<file path="src/acg_pkg.sv">
// Package of constants and types for the axis command gate
package acg_pkg;
   // Timing
   localparam int           CLK_HZ      = 40_000_000;
   localparam int           CLK_NS      = 1_000_000_000 / CLK_HZ;
   localparam int           SCAN_NS     = 100_000;
   localparam int           SCAN_CYC    = SCAN_NS / CLK_NS;
   localparam logic [11:0]  SCAN_LAST   = 12'(SCAN_CYC - 1);

   // Register byte offsets
   localparam logic [7:0]   OFS_CTRL    = 8'h00;
   localparam logic [7:0]   OFS_CMD     = 8'h04;
   localparam logic [7:0]   OFS_TARGET  = 8'h08;
   localparam logic [7:0]   OFS_SPEED   = 8'h0C;
   localparam logic [7:0]   OFS_ACCDEC  = 8'h10;
   localparam logic [7:0]   OFS_SRC     = 8'h14;
   localparam logic [7:0]   OFS_FLAGS   = 8'h18;
   localparam logic [7:0]   OFS_OPERR   = 8'h1C;
   localparam logic [7:0]   OFS_AXERR   = 8'h20;
   localparam logic [7:0]   OFS_IRQSTAT = 8'h24;
   localparam logic [7:0]   OFS_IRQMASK = 8'h28;
   localparam logic [7:0]   OFS_SPDLIM  = 8'h2C;
   localparam logic [7:0]   OFS_AXSTATE = 8'h30;

   // Command bit positions in CMD and the CTRL mode fields
   localparam int           NCMD        = 9;
   localparam int           CMD_TABLE   = 0;
   localparam int           CMD_DIRECT  = 1;
   localparam int           CMD_JOINT   = 2;
   localparam int           CMD_HOME    = 3;
   localparam int           CMD_JOG     = 4;
   localparam int           CMD_ABSRST  = 5;
   localparam int           CMD_HALT    = 6;
   localparam int           CMD_SPDCHG  = 7;
   localparam int           CMD_TGTCHG  = 8;
   localparam int           NSTART      = 6;

   // CTRL fields
   localparam int           CTRL_EN     = 0;
   localparam int           CTRL_PULSE  = 8;
   localparam int           CTRL_SUB    = 20;

   // FLAGS bits
   localparam int           FLG_OPERR    = 3;

   // IRQ status bits
   localparam int           NIRQ        = 4;

   // Operand source codes
   localparam logic [1:0]   SRC_DEVICE  = 2'h1;

   // Error codes
   localparam logic [15:0]  ERR_OPERAND = 16'h1005;
   localparam logic [15:0]  ERR_NOTUSED = 16'h1014;
   localparam logic [15:0]  ERR_HALTON  = 16'h044E;

   // Axis state codes
   localparam logic [7:0]   ST_STANDBY  = 8'h00;
   localparam logic [7:0]   ST_STOPPED  = 8'h01;
   localparam logic [7:0]   ST_ERROR    = 8'hFF;
   localparam logic [7:0]   ST_DEC_HALT = 8'h07;
   localparam logic [7:0]   ST_DEC_JOG  = 8'h08;
   localparam logic [7:0]   ST_ANALYZE  = 8'h0B;

   // Limits and reset values
   localparam logic [31:0]  SPEED_MAX   = 32'h00030D40;
   localparam logic [14:0]  TIME_MASK   = 15'h7FFF;
   localparam logic [31:0]  SPDLIM_RST  = 32'h00030D40;
   localparam logic [31:0]  CTRL_RST    = 32'h00000000;

   typedef enum logic [1:0] {BUS_IDLE, BUS_WRITE, BUS_READ} acg_bus_t;
endpackage

</file>
<file path="src/acg_edge_gate.sv">
// Per-command edge or level execution gate, evaluated once a scan
`timescale 1ns/1ps
module acg_edge_gate (
   input  wire logic                     clk,        // System clock
   input  wire logic                     nrst,       // Async reset, active low
   input  wire logic                     scanTick,   // One pulse per scan
   input  wire logic [acg_pkg::NCMD-1:0] level,      // Command condition levels
   input  wire logic [acg_pkg::NCMD-1:0] pulseMode,  // 1: edge-executed variant
   input  wire logic [acg_pkg::NCMD-1:0] subMode,    // 1: lives in interrupt/subroutine
   output logic      [acg_pkg::NCMD-1:0] fire        // Execute this scan
);
   logic [acg_pkg::NCMD-1:0] prev_reg;
   logic [acg_pkg::NCMD-1:0] prev_next;
   logic [acg_pkg::NCMD-1:0] seen_reg;
   logic [acg_pkg::NCMD-1:0] seen_next;

   genvar i;
   for (i = 0; i < acg_pkg::NCMD; i++) begin : g_cmd
      logic edgeHit;
      always_comb begin
         edgeHit = scanTick & level[i] & ~prev_reg[i];
         prev_next[i] = scanTick ? level[i] : prev_reg[i];
         seen_next[i] = seen_reg[i] | (edgeHit & pulseMode[i] & subMode[i]);
         if (pulseMode[i]) begin
            fire[i] = edgeHit & (~subMode[i] | seen_reg[i]);
         end else begin
            fire[i] = scanTick & level[i];
         end
      end
   end

   always_ff @(posedge clk or negedge nrst) begin
      if (!nrst) begin
         prev_reg <= '0;
         seen_reg <= '0;
      end else begin
         prev_reg <= prev_next;
         seen_reg <= seen_next;
      end
   end
endmodule // acg_edge_gate

</file>
<file path="src/acg_axis_command_gate.sv">
// Axis command gate with AHB-Lite register access
//
// The register offsets and register access over AHB-Lite were decided locally.
`timescale 1ns/1ps

// How it works
// - Target change loads the signed 32-bit pulse value as the new target.
// - Halt, speed and target changes are dropped in states 0, 1, -1, 7, 8, 11.
// - State codes: standby 0, stopped 1, error -1, decel 7 and 8, analyzing 11.
// - Target change with unusable operand source records operation error 4101.
// - Any instruction on an axis not enabled records operation error 4116.
// - Operation errors set the error flag and store the error code word.
// - Start requests are ignored while the start request flag is set.
// - Once the start request flag clears, starts are taken despite in-operation flag.
// - Jog and halt are evaluated every scan, even with command off.
// - Pulse variants execute only on a rising command edge.
// - Pulse variants in interrupt or subroutine skip their first rising edge.
// - Start while halt is active is refused with axis error 1102.
// - Deceleration stop from halt leaves positioning done flag cleared.
// - Speeds outside 0 to 200000 are replaced by the speed limit.
// - Speed change carries 0 to 32767 ms accel and decel times plus speed.
// - Halt is ignored while absolute position restoration runs.
module acg_axis_command_gate (
   input  wire logic        clk,            // 40 MHz system clock
   input  wire logic        nrst,           // Async reset, active low
   input  wire logic        hsel,           // AHB slave select
   input  wire logic [31:0] haddr,          // AHB address
   input  wire logic [1:0]  htrans,         // AHB transfer type
   input  wire logic        hwrite,         // AHB write
   input  wire logic [2:0]  hsize,          // AHB size
   input  wire logic [31:0] hwdata,         // AHB write data
   input  wire logic        hready,         // AHB bus ready
   output logic      [31:0] hrdata,         // AHB read data
   output logic             hreadyout,      // AHB slave ready
   output logic             hresp,          // AHB response, always OKAY
   output logic             irq,            // Level interrupt
   input  wire logic [7:0]  axisState,      // Axis state code from engine
   input  wire logic        engineTake,     // Engine took the start, pulse
   input  wire logic        engineBusy,     // Engine moving, level
   input  wire logic        motionDone,     // Motion or decel stop finished, pulse
   input  wire logic        absRestoreBusy, // Absolute restoration in progress
   output logic             launchPulse,    // Start accepted, pulse
   output logic      [2:0]  launchKind,     // Index of accepted start command
   output logic             haltOut,        // Halt request to engine, level
   output logic             jogHold,        // Jog command level, per scan
   output logic             speedChgPulse,  // Speed change, pulse
   output logic             targetChgPulse, // Target change, pulse
   output logic      [31:0] targetPos,      // Active target position
   output logic      [31:0] newSpeed,       // Speed to apply
   output logic      [14:0] accTime,        // Accel time, ms
   output logic      [14:0] decTime         // Decel time, ms
);
   acg_pkg::acg_bus_t busSt_reg, busSt_next;
   logic [7:0]  addr_reg, addr_next;
   logic [31:0] rdata_reg, rdata_next;

   logic [31:0] ctrl_reg, ctrl_next;
   logic [acg_pkg::NCMD-1:0] cmd_reg, cmd_next;
   logic [31:0] tgtVal_reg, tgtVal_next;
   logic [31:0] spdVal_reg, spdVal_next;
   logic [31:0] accdec_reg, accdec_next;
   logic [3:0]  src_reg, src_next;
   logic [31:0] spdLim_reg, spdLim_next;
   logic [acg_pkg::NIRQ-1:0] irqStat_reg, irqStat_next;
   logic [acg_pkg::NIRQ-1:0] irqMask_reg, irqMask_next;

   logic [11:0] scanCnt_reg, scanCnt_next;
   logic        scanTick_reg, scanTick_next;
   logic        startReq_reg, startReq_next;
   logic        inOp_reg, inOp_next;
   logic        done_reg, done_next;
   logic        opErr_reg, opErr_next;
   logic [15:0] opCode_reg, opCode_next;
   logic [15:0] axCode_reg, axCode_next;
   logic        haltDec_reg, haltDec_next;
   logic        launch_reg, launch_next;
   logic [2:0]  kind_reg, kind_next;
   logic        halt_reg, halt_next;
   logic        jog_reg, jog_next;
   logic        spdPulse_reg, spdPulse_next;
   logic        tgtPulse_reg, tgtPulse_next;
   logic [31:0] target_reg, target_next;
   logic [31:0] speed_reg, speed_next;
   logic [14:0] acc_reg, acc_next;
   logic [14:0] dec_reg, dec_next;
   logic        irq_reg, irq_next;

   logic [acg_pkg::NCMD-1:0] fire;
   logic addrPhase;
   logic wrEn;
   logic [31:0] flags;

   acg_edge_gate u_edge (
      .clk       (clk),
      .nrst      (nrst),
      .scanTick  (scanTick_reg),
      .level     (cmd_reg),
      .pulseMode (ctrl_reg[acg_pkg::CTRL_PULSE +: acg_pkg::NCMD]),
      .subMode   (ctrl_reg[acg_pkg::CTRL_SUB +: acg_pkg::NCMD]),
      .fire      (fire)
   );

   assign addrPhase = hsel & hready & htrans[1];
   assign wrEn      = (busSt_reg == acg_pkg::BUS_WRITE);
   assign flags     = {27'h0000000, haltDec_reg, opErr_reg, done_reg, inOp_reg, startReq_reg};

   // Bus slave and software registers
   always_comb begin
      busSt_next   = acg_pkg::BUS_IDLE;
      addr_next    = addr_reg;
      rdata_next   = 32'h00000000;
      ctrl_next    = ctrl_reg;
      cmd_next     = cmd_reg;
      tgtVal_next  = tgtVal_reg;
      spdVal_next  = spdVal_reg;
      accdec_next  = accdec_reg;
      src_next     = src_reg;
      spdLim_next  = spdLim_reg;
      irqMask_next = irqMask_reg;
      if (addrPhase) begin
         addr_next  = haddr[7:0];
         busSt_next = hwrite ? acg_pkg::BUS_WRITE : acg_pkg::BUS_READ;
         unique case (haddr[7:0])
            acg_pkg::OFS_CTRL:    rdata_next = ctrl_reg;
            acg_pkg::OFS_CMD:     rdata_next = {23'h000000, cmd_reg};
            acg_pkg::OFS_TARGET:  rdata_next = tgtVal_reg;
            acg_pkg::OFS_SPEED:   rdata_next = spdVal_reg;
            acg_pkg::OFS_ACCDEC:  rdata_next = accdec_reg;
            acg_pkg::OFS_SRC:     rdata_next = {28'h0000000, src_reg};
            acg_pkg::OFS_FLAGS:   rdata_next = flags;
            acg_pkg::OFS_OPERR:   rdata_next = {16'h0000, opCode_reg};
            acg_pkg::OFS_AXERR:   rdata_next = {16'h0000, axCode_reg};
            acg_pkg::OFS_IRQSTAT: rdata_next = {28'h0000000, irqStat_reg};
            acg_pkg::OFS_IRQMASK: rdata_next = {28'h0000000, irqMask_reg};
            acg_pkg::OFS_SPDLIM:  rdata_next = spdLim_reg;
            acg_pkg::OFS_AXSTATE: rdata_next = {24'h000000, axisState};
            default:              rdata_next = 32'h00000000;
         endcase
      end
      if (wrEn) begin
         unique case (addr_reg)
            acg_pkg::OFS_CTRL:    ctrl_next = hwdata;
            acg_pkg::OFS_CMD:     cmd_next = hwdata[acg_pkg::NCMD-1:0];
            acg_pkg::OFS_TARGET:  tgtVal_next = hwdata;
            acg_pkg::OFS_SPEED:   spdVal_next = hwdata;
            acg_pkg::OFS_ACCDEC:  accdec_next = hwdata;
            acg_pkg::OFS_SRC:     src_next = hwdata[3:0];
            acg_pkg::OFS_IRQMASK: irqMask_next = hwdata[acg_pkg::NIRQ-1:0];
            acg_pkg::OFS_SPDLIM:  spdLim_next = hwdata;
            default:              ;
         endcase
      end
   end

   always_ff @(posedge clk or negedge nrst) begin
      if (!nrst) begin
         busSt_reg   <= acg_pkg::BUS_IDLE;
         addr_reg    <= 8'h00;
         rdata_reg   <= 32'h00000000;
         ctrl_reg    <= acg_pkg::CTRL_RST;
         cmd_reg     <= '0;
         tgtVal_reg  <= 32'h00000000;
         spdVal_reg  <= 32'h00000000;
         accdec_reg  <= 32'h00000000;
         src_reg     <= 4'h0;
         spdLim_reg  <= acg_pkg::SPDLIM_RST;
         irqMask_reg <= '0;
      end else begin
         busSt_reg   <= busSt_next;
         addr_reg    <= addr_next;
         rdata_reg   <= rdata_next;
         ctrl_reg    <= ctrl_next;
         cmd_reg     <= cmd_next;
         tgtVal_reg  <= tgtVal_next;
         spdVal_reg  <= spdVal_next;
         accdec_reg  <= accdec_next;
         src_reg     <= src_next;
         spdLim_reg  <= spdLim_next;
         irqMask_reg <= irqMask_next;
      end
   end

   // Scan evaluation and axis flags
   always_comb begin
      logic enabled;
      logic stateIdle;
      logic [acg_pkg::NSTART-1:0] starts;
      logic errOp;
      logic errAx;
      logic ignoredEv;
      logic doneEv;
      logic [acg_pkg::NIRQ-1:0] clr;
      enabled   = ctrl_reg[acg_pkg::CTRL_EN];
      stateIdle = (axisState == acg_pkg::ST_STANDBY) || (axisState == acg_pkg::ST_STOPPED)
               || (axisState == acg_pkg::ST_ERROR) || (axisState == acg_pkg::ST_DEC_HALT)
               || (axisState == acg_pkg::ST_DEC_JOG)
               || (axisState == acg_pkg::ST_ANALYZE);
      starts    = fire[acg_pkg::NSTART-1:0];
      errOp     = 1'b0;
      errAx     = 1'b0;
      ignoredEv = 1'b0;
      doneEv    = 1'b0;
      clr       = '0;
      scanCnt_next  = (scanCnt_reg == acg_pkg::SCAN_LAST) ? 12'h000 : scanCnt_reg + 12'h001;
      scanTick_next = (scanCnt_reg == acg_pkg::SCAN_LAST);
      startReq_next = startReq_reg & ~engineTake;
      inOp_next     = inOp_reg & (engineBusy | startReq_reg);
      done_next     = done_reg;
      opErr_next    = opErr_reg;
      opCode_next   = opCode_reg;
      axCode_next   = axCode_reg;
      haltDec_next  = haltDec_reg;
      launch_next   = 1'b0;
      kind_next     = kind_reg;
      halt_next     = halt_reg;
      jog_next      = jog_reg;
      spdPulse_next = 1'b0;
      tgtPulse_next = 1'b0;
      target_next   = target_reg;
      speed_next    = speed_reg;
      acc_next      = acc_reg;
      dec_next      = dec_reg;
      if (motionDone) begin
         done_next    = ~haltDec_reg;
         doneEv       = ~haltDec_reg;
         haltDec_next = 1'b0;
      end
      if (scanTick_reg) begin
         jog_next  = cmd_reg[acg_pkg::CMD_JOG];
         halt_next = 1'b0;
         if (!enabled) begin
            errOp       = 1'b1;
            opCode_next = acg_pkg::ERR_NOTUSED;
         end else begin
            if (fire[acg_pkg::CMD_HALT] && !stateIdle && !absRestoreBusy) begin
               halt_next    = 1'b1;
               haltDec_next = 1'b1;
            end
            if (|starts) begin
               if (startReq_reg) begin
                  ignoredEv = 1'b1;
               end else if (cmd_reg[acg_pkg::CMD_HALT]) begin
                  errAx       = 1'b1;
                  axCode_next = acg_pkg::ERR_HALTON;
               end else begin
                  // Lowest index wins if several start in one scan
                  for (int k = acg_pkg::NSTART - 1; k >= 0; k--) begin
                     if (starts[k]) begin
                        kind_next = 3'(k);
                     end
                  end
                  launch_next   = 1'b1;
                  startReq_next = 1'b1;
                  inOp_next     = 1'b1;
                  done_next     = 1'b0;
                  haltDec_next  = 1'b0;
               end
            end
            if (fire[acg_pkg::CMD_SPDCHG]) begin
               if (src_reg[1:0] > acg_pkg::SRC_DEVICE) begin
                  errOp       = 1'b1;
                  opCode_next = acg_pkg::ERR_OPERAND;
               end else if (!stateIdle) begin
                  spdPulse_next = 1'b1;
                  acc_next      = accdec_reg[14:0] & acg_pkg::TIME_MASK;
                  dec_next      = accdec_reg[30:16] & acg_pkg::TIME_MASK;
                  speed_next    = (spdVal_reg > acg_pkg::SPEED_MAX) ? spdLim_reg
                                                                    : spdVal_reg;
               end
            end
            if (fire[acg_pkg::CMD_DIRECT] || fire[acg_pkg::CMD_JOG]) begin
               speed_next = (spdVal_reg > acg_pkg::SPEED_MAX) ? spdLim_reg : spdVal_reg;
            end
            if (fire[acg_pkg::CMD_TGTCHG]) begin
               if (src_reg[3:2] > acg_pkg::SRC_DEVICE) begin
                  errOp       = 1'b1;
                  opCode_next = acg_pkg::ERR_OPERAND;
               end else if (!stateIdle) begin
                  tgtPulse_next = 1'b1;
                  target_next   = tgtVal_reg;
               end
            end
         end
      end
      // Flag clear by writing one; a set in the same cycle wins
      if (wrEn && addr_reg == acg_pkg::OFS_IRQSTAT) begin
         clr = hwdata[acg_pkg::NIRQ-1:0];
      end
      if (wrEn && addr_reg == acg_pkg::OFS_FLAGS && hwdata[acg_pkg::FLG_OPERR]) begin
         opErr_next = 1'b0;
      end
      if (errOp) begin
         opErr_next = 1'b1;
      end
      irqStat_next = (irqStat_reg & ~clr) | {ignoredEv, doneEv, errAx, errOp};
      irq_next     = |(irqStat_next & irqMask_next);
   end

   always_ff @(posedge clk or negedge nrst) begin
      if (!nrst) begin
         scanCnt_reg  <= 12'h000;
         scanTick_reg <= 1'b0;
         startReq_reg <= 1'b0;
         inOp_reg     <= 1'b0;
         done_reg     <= 1'b0;
         opErr_reg    <= 1'b0;
         opCode_reg   <= 16'h0000;
         axCode_reg   <= 16'h0000;
         haltDec_reg  <= 1'b0;
         launch_reg   <= 1'b0;
         kind_reg     <= 3'h0;
         halt_reg     <= 1'b0;
         jog_reg      <= 1'b0;
         spdPulse_reg <= 1'b0;
         tgtPulse_reg <= 1'b0;
         target_reg   <= 32'h00000000;
         speed_reg    <= 32'h00000000;
         acc_reg      <= 15'h0000;
         dec_reg      <= 15'h0000;
         irqStat_reg  <= '0;
         irq_reg      <= 1'b0;
      end else begin
         scanCnt_reg  <= scanCnt_next;
         scanTick_reg <= scanTick_next;
         startReq_reg <= startReq_next;
         inOp_reg     <= inOp_next;
         done_reg     <= done_next;
         opErr_reg    <= opErr_next;
         opCode_reg   <= opCode_next;
         axCode_reg   <= axCode_next;
         haltDec_reg  <= haltDec_next;
         launch_reg   <= launch_next;
         kind_reg     <= kind_next;
         halt_reg     <= halt_next;
         jog_reg      <= jog_next;
         spdPulse_reg <= spdPulse_next;
         tgtPulse_reg <= tgtPulse_next;
         target_reg   <= target_next;
         speed_reg    <= speed_next;
         acc_reg      <= acc_next;
         dec_reg      <= dec_next;
         irqStat_reg  <= irqStat_next;
         irq_reg      <= irq_next;
      end
   end

   assign hrdata         = rdata_reg;
   assign hreadyout      = 1'b1;
   assign hresp          = 1'b0;
   assign irq            = irq_reg;
   assign launchPulse    = launch_reg;
   assign launchKind     = kind_reg;
   assign haltOut        = halt_reg;
   assign jogHold        = jog_reg;
   assign speedChgPulse  = spdPulse_reg;
   assign targetChgPulse = tgtPulse_reg;
   assign targetPos      = target_reg;
   assign newSpeed       = speed_reg;
   assign accTime        = acc_reg;
   assign decTime        = dec_reg;
endmodule // acg_axis_command_gate

</file>
<file path="config.mk">
export PLATFORM = sky130hd
export DESIGN_NAME = acg_axis_command_gate
export DESIGN_NICKNAME = d
export VERILOG_FILES = /design/src/acg_pkg.sv /design/src/acg_edge_gate.sv /design/src/acg_axis_command_gate.sv
export SDC_FILE = /design/constraint.sdc
export NUM_CORES = 1
export LEC_CHECK = 0
export BUFFER_PORTS_ARGS = -buffer_cell sky130_fd_sc_hd__clkbuf_2
export CELL_PAD_IN_SITES_DETAIL_PLACEMENT = 1
export CELL_PAD_IN_SITES_GLOBAL_PLACEMENT = 2
export CORE_UTILIZATION = 42
export DETAILED_ROUTE_END_ITERATION = 16
export GPL_ROUTABILITY_DRIVEN = 1
export PLACE_DENSITY = 0.88
export REMOVE_ABC_BUFFERS = 1
export SYNTH_ARGS = -nofsm -noshare
export SYNTH_HDL_FRONTEND = slang
export SYNTH_SLANG_ARGS = --single-unit
export TNS_END_PERCENT = 30
</file>
<file path="constraint.sdc">
create_clock -name clk -period 7 [get_ports clk]
set_input_delay 1.4 -clock clk [delete_from_list [all_inputs] [get_ports clk]]
set_output_delay 1.4 -clock clk [all_outputs]
set_load 0.02 [all_outputs]
</file>
==> flow_summary.ini <==
[final_layout]
final_cells = 1922
layout_common_cells = dfrtp_1 (372), mux2_2 (257), clkbuf_2 (191)
final_nets = 1476
diodes = 0
regArea_um2 = 9467
final_cell_area_um2 = 18640
synthToLayoutAreaGrowth_pct = 17.84
n_fill_cell = 3785
multi_input_area_um2 = 6052
drive_gt1_frac = 0.3999
final_common_cell = dfrtp_1

[floorplanning]
die_w_um = 196.1
die_h_um = 196.1
fp.coreArea_um2 = 36870
initial_core_util = 0.4289
rows = 70
ioPinCount = 223
die-area_um2 = 38440

[timing]
worst_slew_margin_rel = 0.2240
worst_clock_skew_ns = 0.02300
fin_crit_sh = 0.5357
worst_pin_slew_ns = 1.155
whs_ns = 0.4660
rsz0062_at_grt = no
tns_ns = 0
slew_viol_final = 0
hold_viol = 0
min_period_ns = 3.750
setup_viol = 0
fmax_mhz = 266.7

[routing]
drc = 0
wl_per_cell_um = 25.16
vias = 11087
drt_wl_total_mm = 48.35
drt-initial-drc-count = 705
vias_per_cell = 5.768
drtAntennaViolNets = 0
firstDrtPassIters = 7

[critical_path]
r2r_slack_ns = 4.00
worstPathRequired_ns = 7.37
cp_slowest_stage_delay_ns = 0.61
cp_slowest_cell = o21bai_4
r2r-start = addr_reg[7]$_DFFE_PN0P_
path_class = in -> reg
path_delay_family = compound AO/OA/AOI/OAI gates
arrival_ns = 4.12
reg2reg_depth = 5
cp_cell_sequence = clkbuf_2 > or4_1 > mux2i_1 > a211oi_1 > o21bai_4 > buf_4 > o21ai_0
worst_r2r_endpoint = tgtVal_reg[15]$_DFFE_PN0P_
endpoint_kind = flop
cp-start-kind = input port
path_buf_inv = 2
crit_fanout = 44

[global_route]
grt_use_total = 0.2574
antenna_found_initial = 1
met2_usage = 0.4261
gr-usage-met1 = 0.3481
grt_first_pass_wirelength_mm = 74.56
grt_remaining_overflow = 0
grtUsageMet3 = 0.04040
grt_pass1_vias = 12084
grt.busiest_layer = met2
grt_max_degree = 124

[placed_design]
routabilityCongestion = 0.8716
dp_hpwl_mm = 30.86
port_buffers = 192
place_area_um2 = 17340
dp_cells = 1851

[power_and_ir_drop]
p_per_area_nw_per_um2 = 253.5
peakVddDrop_v = 0.0001679
power.total_mw = 4.725
p_leak_nw = 8.817

[yosys]
async_reset_ff_frac = 1.000
synth-edff-count = 0
synth-main-ff-cell = dfrtp_1
synth-seq-cells = 378
synth_cells = 1205
avgSynthCellArea_um2 = 13.12
synth_cell_types = 66
yosysWarnings = 0
synth_area_um2 = 15820
synth-seq-area-share = 0.5986

[clocking]
clk_pin_slew_ns = 0.06
cts_setup_buffers = 0
clk_latency_ns = 0.54
cts_resized = 0
clock-sinks = 378
postCtsHoldBufs = 0
cts.path.max_buffers = 3
htree_levels = 2
cts_tree = built
cts_buffers = 40
cts_root_buf = clkbuf_16

[worst_hold_path]
hold_class = reg -> reg
min_to = u_edge.seen_reg[7]$_DFF_PN0_
hold_path_startpoint = u_edge.seen_reg[7]$_DFF_PN0_
hold_depth = 1

[job]
cap_violations = 0

[status]
outcome = complete, no violations
-- logic make-up (layout without fill, tap and decap cells) --
kind of cell             count (synthesis)  in the layout  share of synthesized area
AND/OR/NAND/NOR                        230            230                    0.07302
flip-flops                             378            378                     0.5986
adder cells (fa/ha/maj)                  1              1                  0.0007910
XOR/XNOR                                 9              9                   0.004984
multiplexers                           285            285                     0.2025
buffers and inverters                   86            299                    0.02508
AO/OA/AOI/OAI                          214            214                    0.09462
other                                    2              2                  0.0004749
-- worst reg2reg max path: cells and delay by family (launching register included) --
family / cells / cell delay (ns)
simple gates: 3 / 1.65
buf+inv: 1 / 0.47
mux: 1 / 0.39
flops: 1 / 0.37
-- metal layers --
layer  share of wire  vias up
li1                -     4790
met1            0.43     5888
met2            0.49      328
met3           0.049       81
met4           0.024        0
met5               0        -
-- final cells by class --
| type | instances | share of cell area |
|---|---|---|
| Timing Repair Buffer | 211 | 0.06042 |
| Multi-Input combinational cell | 741 | 0.3247 |
| Tap cell | 504 | 0.03384 |
| Sequential cell | 378 | 0.5080 |
| Clock buffer | 58 | 0.06277 |
| Clock inverter | 13 | 0.006848 |
| Inverter | 17 | 0.003424 |
-- cells in the mapped netlist, types with 3 or more instances --
| cell | count | area (µm²) |
|---|---|---|
| a211o_1 | 3 | 26.28 |
| a21o_1 | 6 | 45.04 |
| a21oi_1 | 26 | 130.1 |
| a222oi_1 | 21 | 210.2 |
| a22o_1 | 9 | 78.83 |
| a22oi_1 | 49 | 367.9 |
| a31o_2 | 5 | 43.79 |
| a31oi_1 | 16 | 100.1 |
| a32oi_1 | 3 | 26.28 |
| and3_1 | 4 | 25.02 |
| and4_1 | 4 | 35.03 |
| buf_1 | 5 | 18.77 |
| buf_2 | 8 | 40.04 |
| buf_4 | 5 | 37.54 |
| buf_6 | 6 | 67.56 |
| clkbuf_1 | 45 | 168.9 |
| dfrtp_1 | 372 | 9309 |
| dfstp_2 | 6 | 157.7 |
| inv_1 | 17 | 63.81 |
| mux2_2 | 257 | 2894 |
| mux2i_1 | 24 | 240.2 |
| nand2_1 | 95 | 356.6 |
| nand2b_1 | 3 | 18.77 |
| nand3_1 | 15 | 75.07 |
| nand4_1 | 11 | 68.82 |
| nor2_1 | 43 | 161.4 |
| nor2b_1 | 17 | 106.4 |
| nor3_1 | 5 | 25.02 |
| nor4_1 | 7 | 43.79 |
| o2111ai_1 | 6 | 52.55 |
| o21ai_0 | 46 | 230.2 |
| o21bai_1 | 6 | 45.04 |
| or2_2 | 3 | 18.77 |
| or4_1 | 5 | 37.54 |
| xnor2_1 | 5 | 43.79 |
| xor2_1 | 4 | 35.03 |
-- worst max path at each step --
stage	endpoint	depth (start not counted)	start	slack (ns)
2_1_floorplan	newSpeed[0]$_DFFE_PN0P_	5	axisState[7]	2.41
3_3_place_gp	newSpeed[30]$_DFFE_PN0P_	7	axisState[7]	2.88
3_5_place_dp	newSpeed[21]$_DFFE_PN0P_	7	axisState[7]	2.71
4_1_cts	newSpeed[21]$_DFFE_PN0P_	7	axisState[7]	3.26
5_1_grt	newSpeed[23]$_DFFE_PN0P_	7	axisState[7]	3.18
6_report	newSpeed[21]$_DFFE_PN0P_	7	axisState[7]	3.25
-- power by group --
part           switching [mW]  total (mW)  internal (mW)  leakage, nW
Combinational           0.176       0.285          0.109         3.30
Sequential             0.0681        2.32           2.25         4.87
Clock                   0.882        2.12           1.24        0.638
Total                    1.13        4.72           3.60         8.82
-- metrics by stage --
stage / worst slack (ns) / util
floorplan: 2.410 / -
global placement: 2.878 / 0.4702
detailed placement: 2.713 / 0.4702
CTS: 3.257 / 0.5054
global route: 3.184 / 0.5054
finish: 3.250 / 0.5054
(Power assumes the default switching activity.)
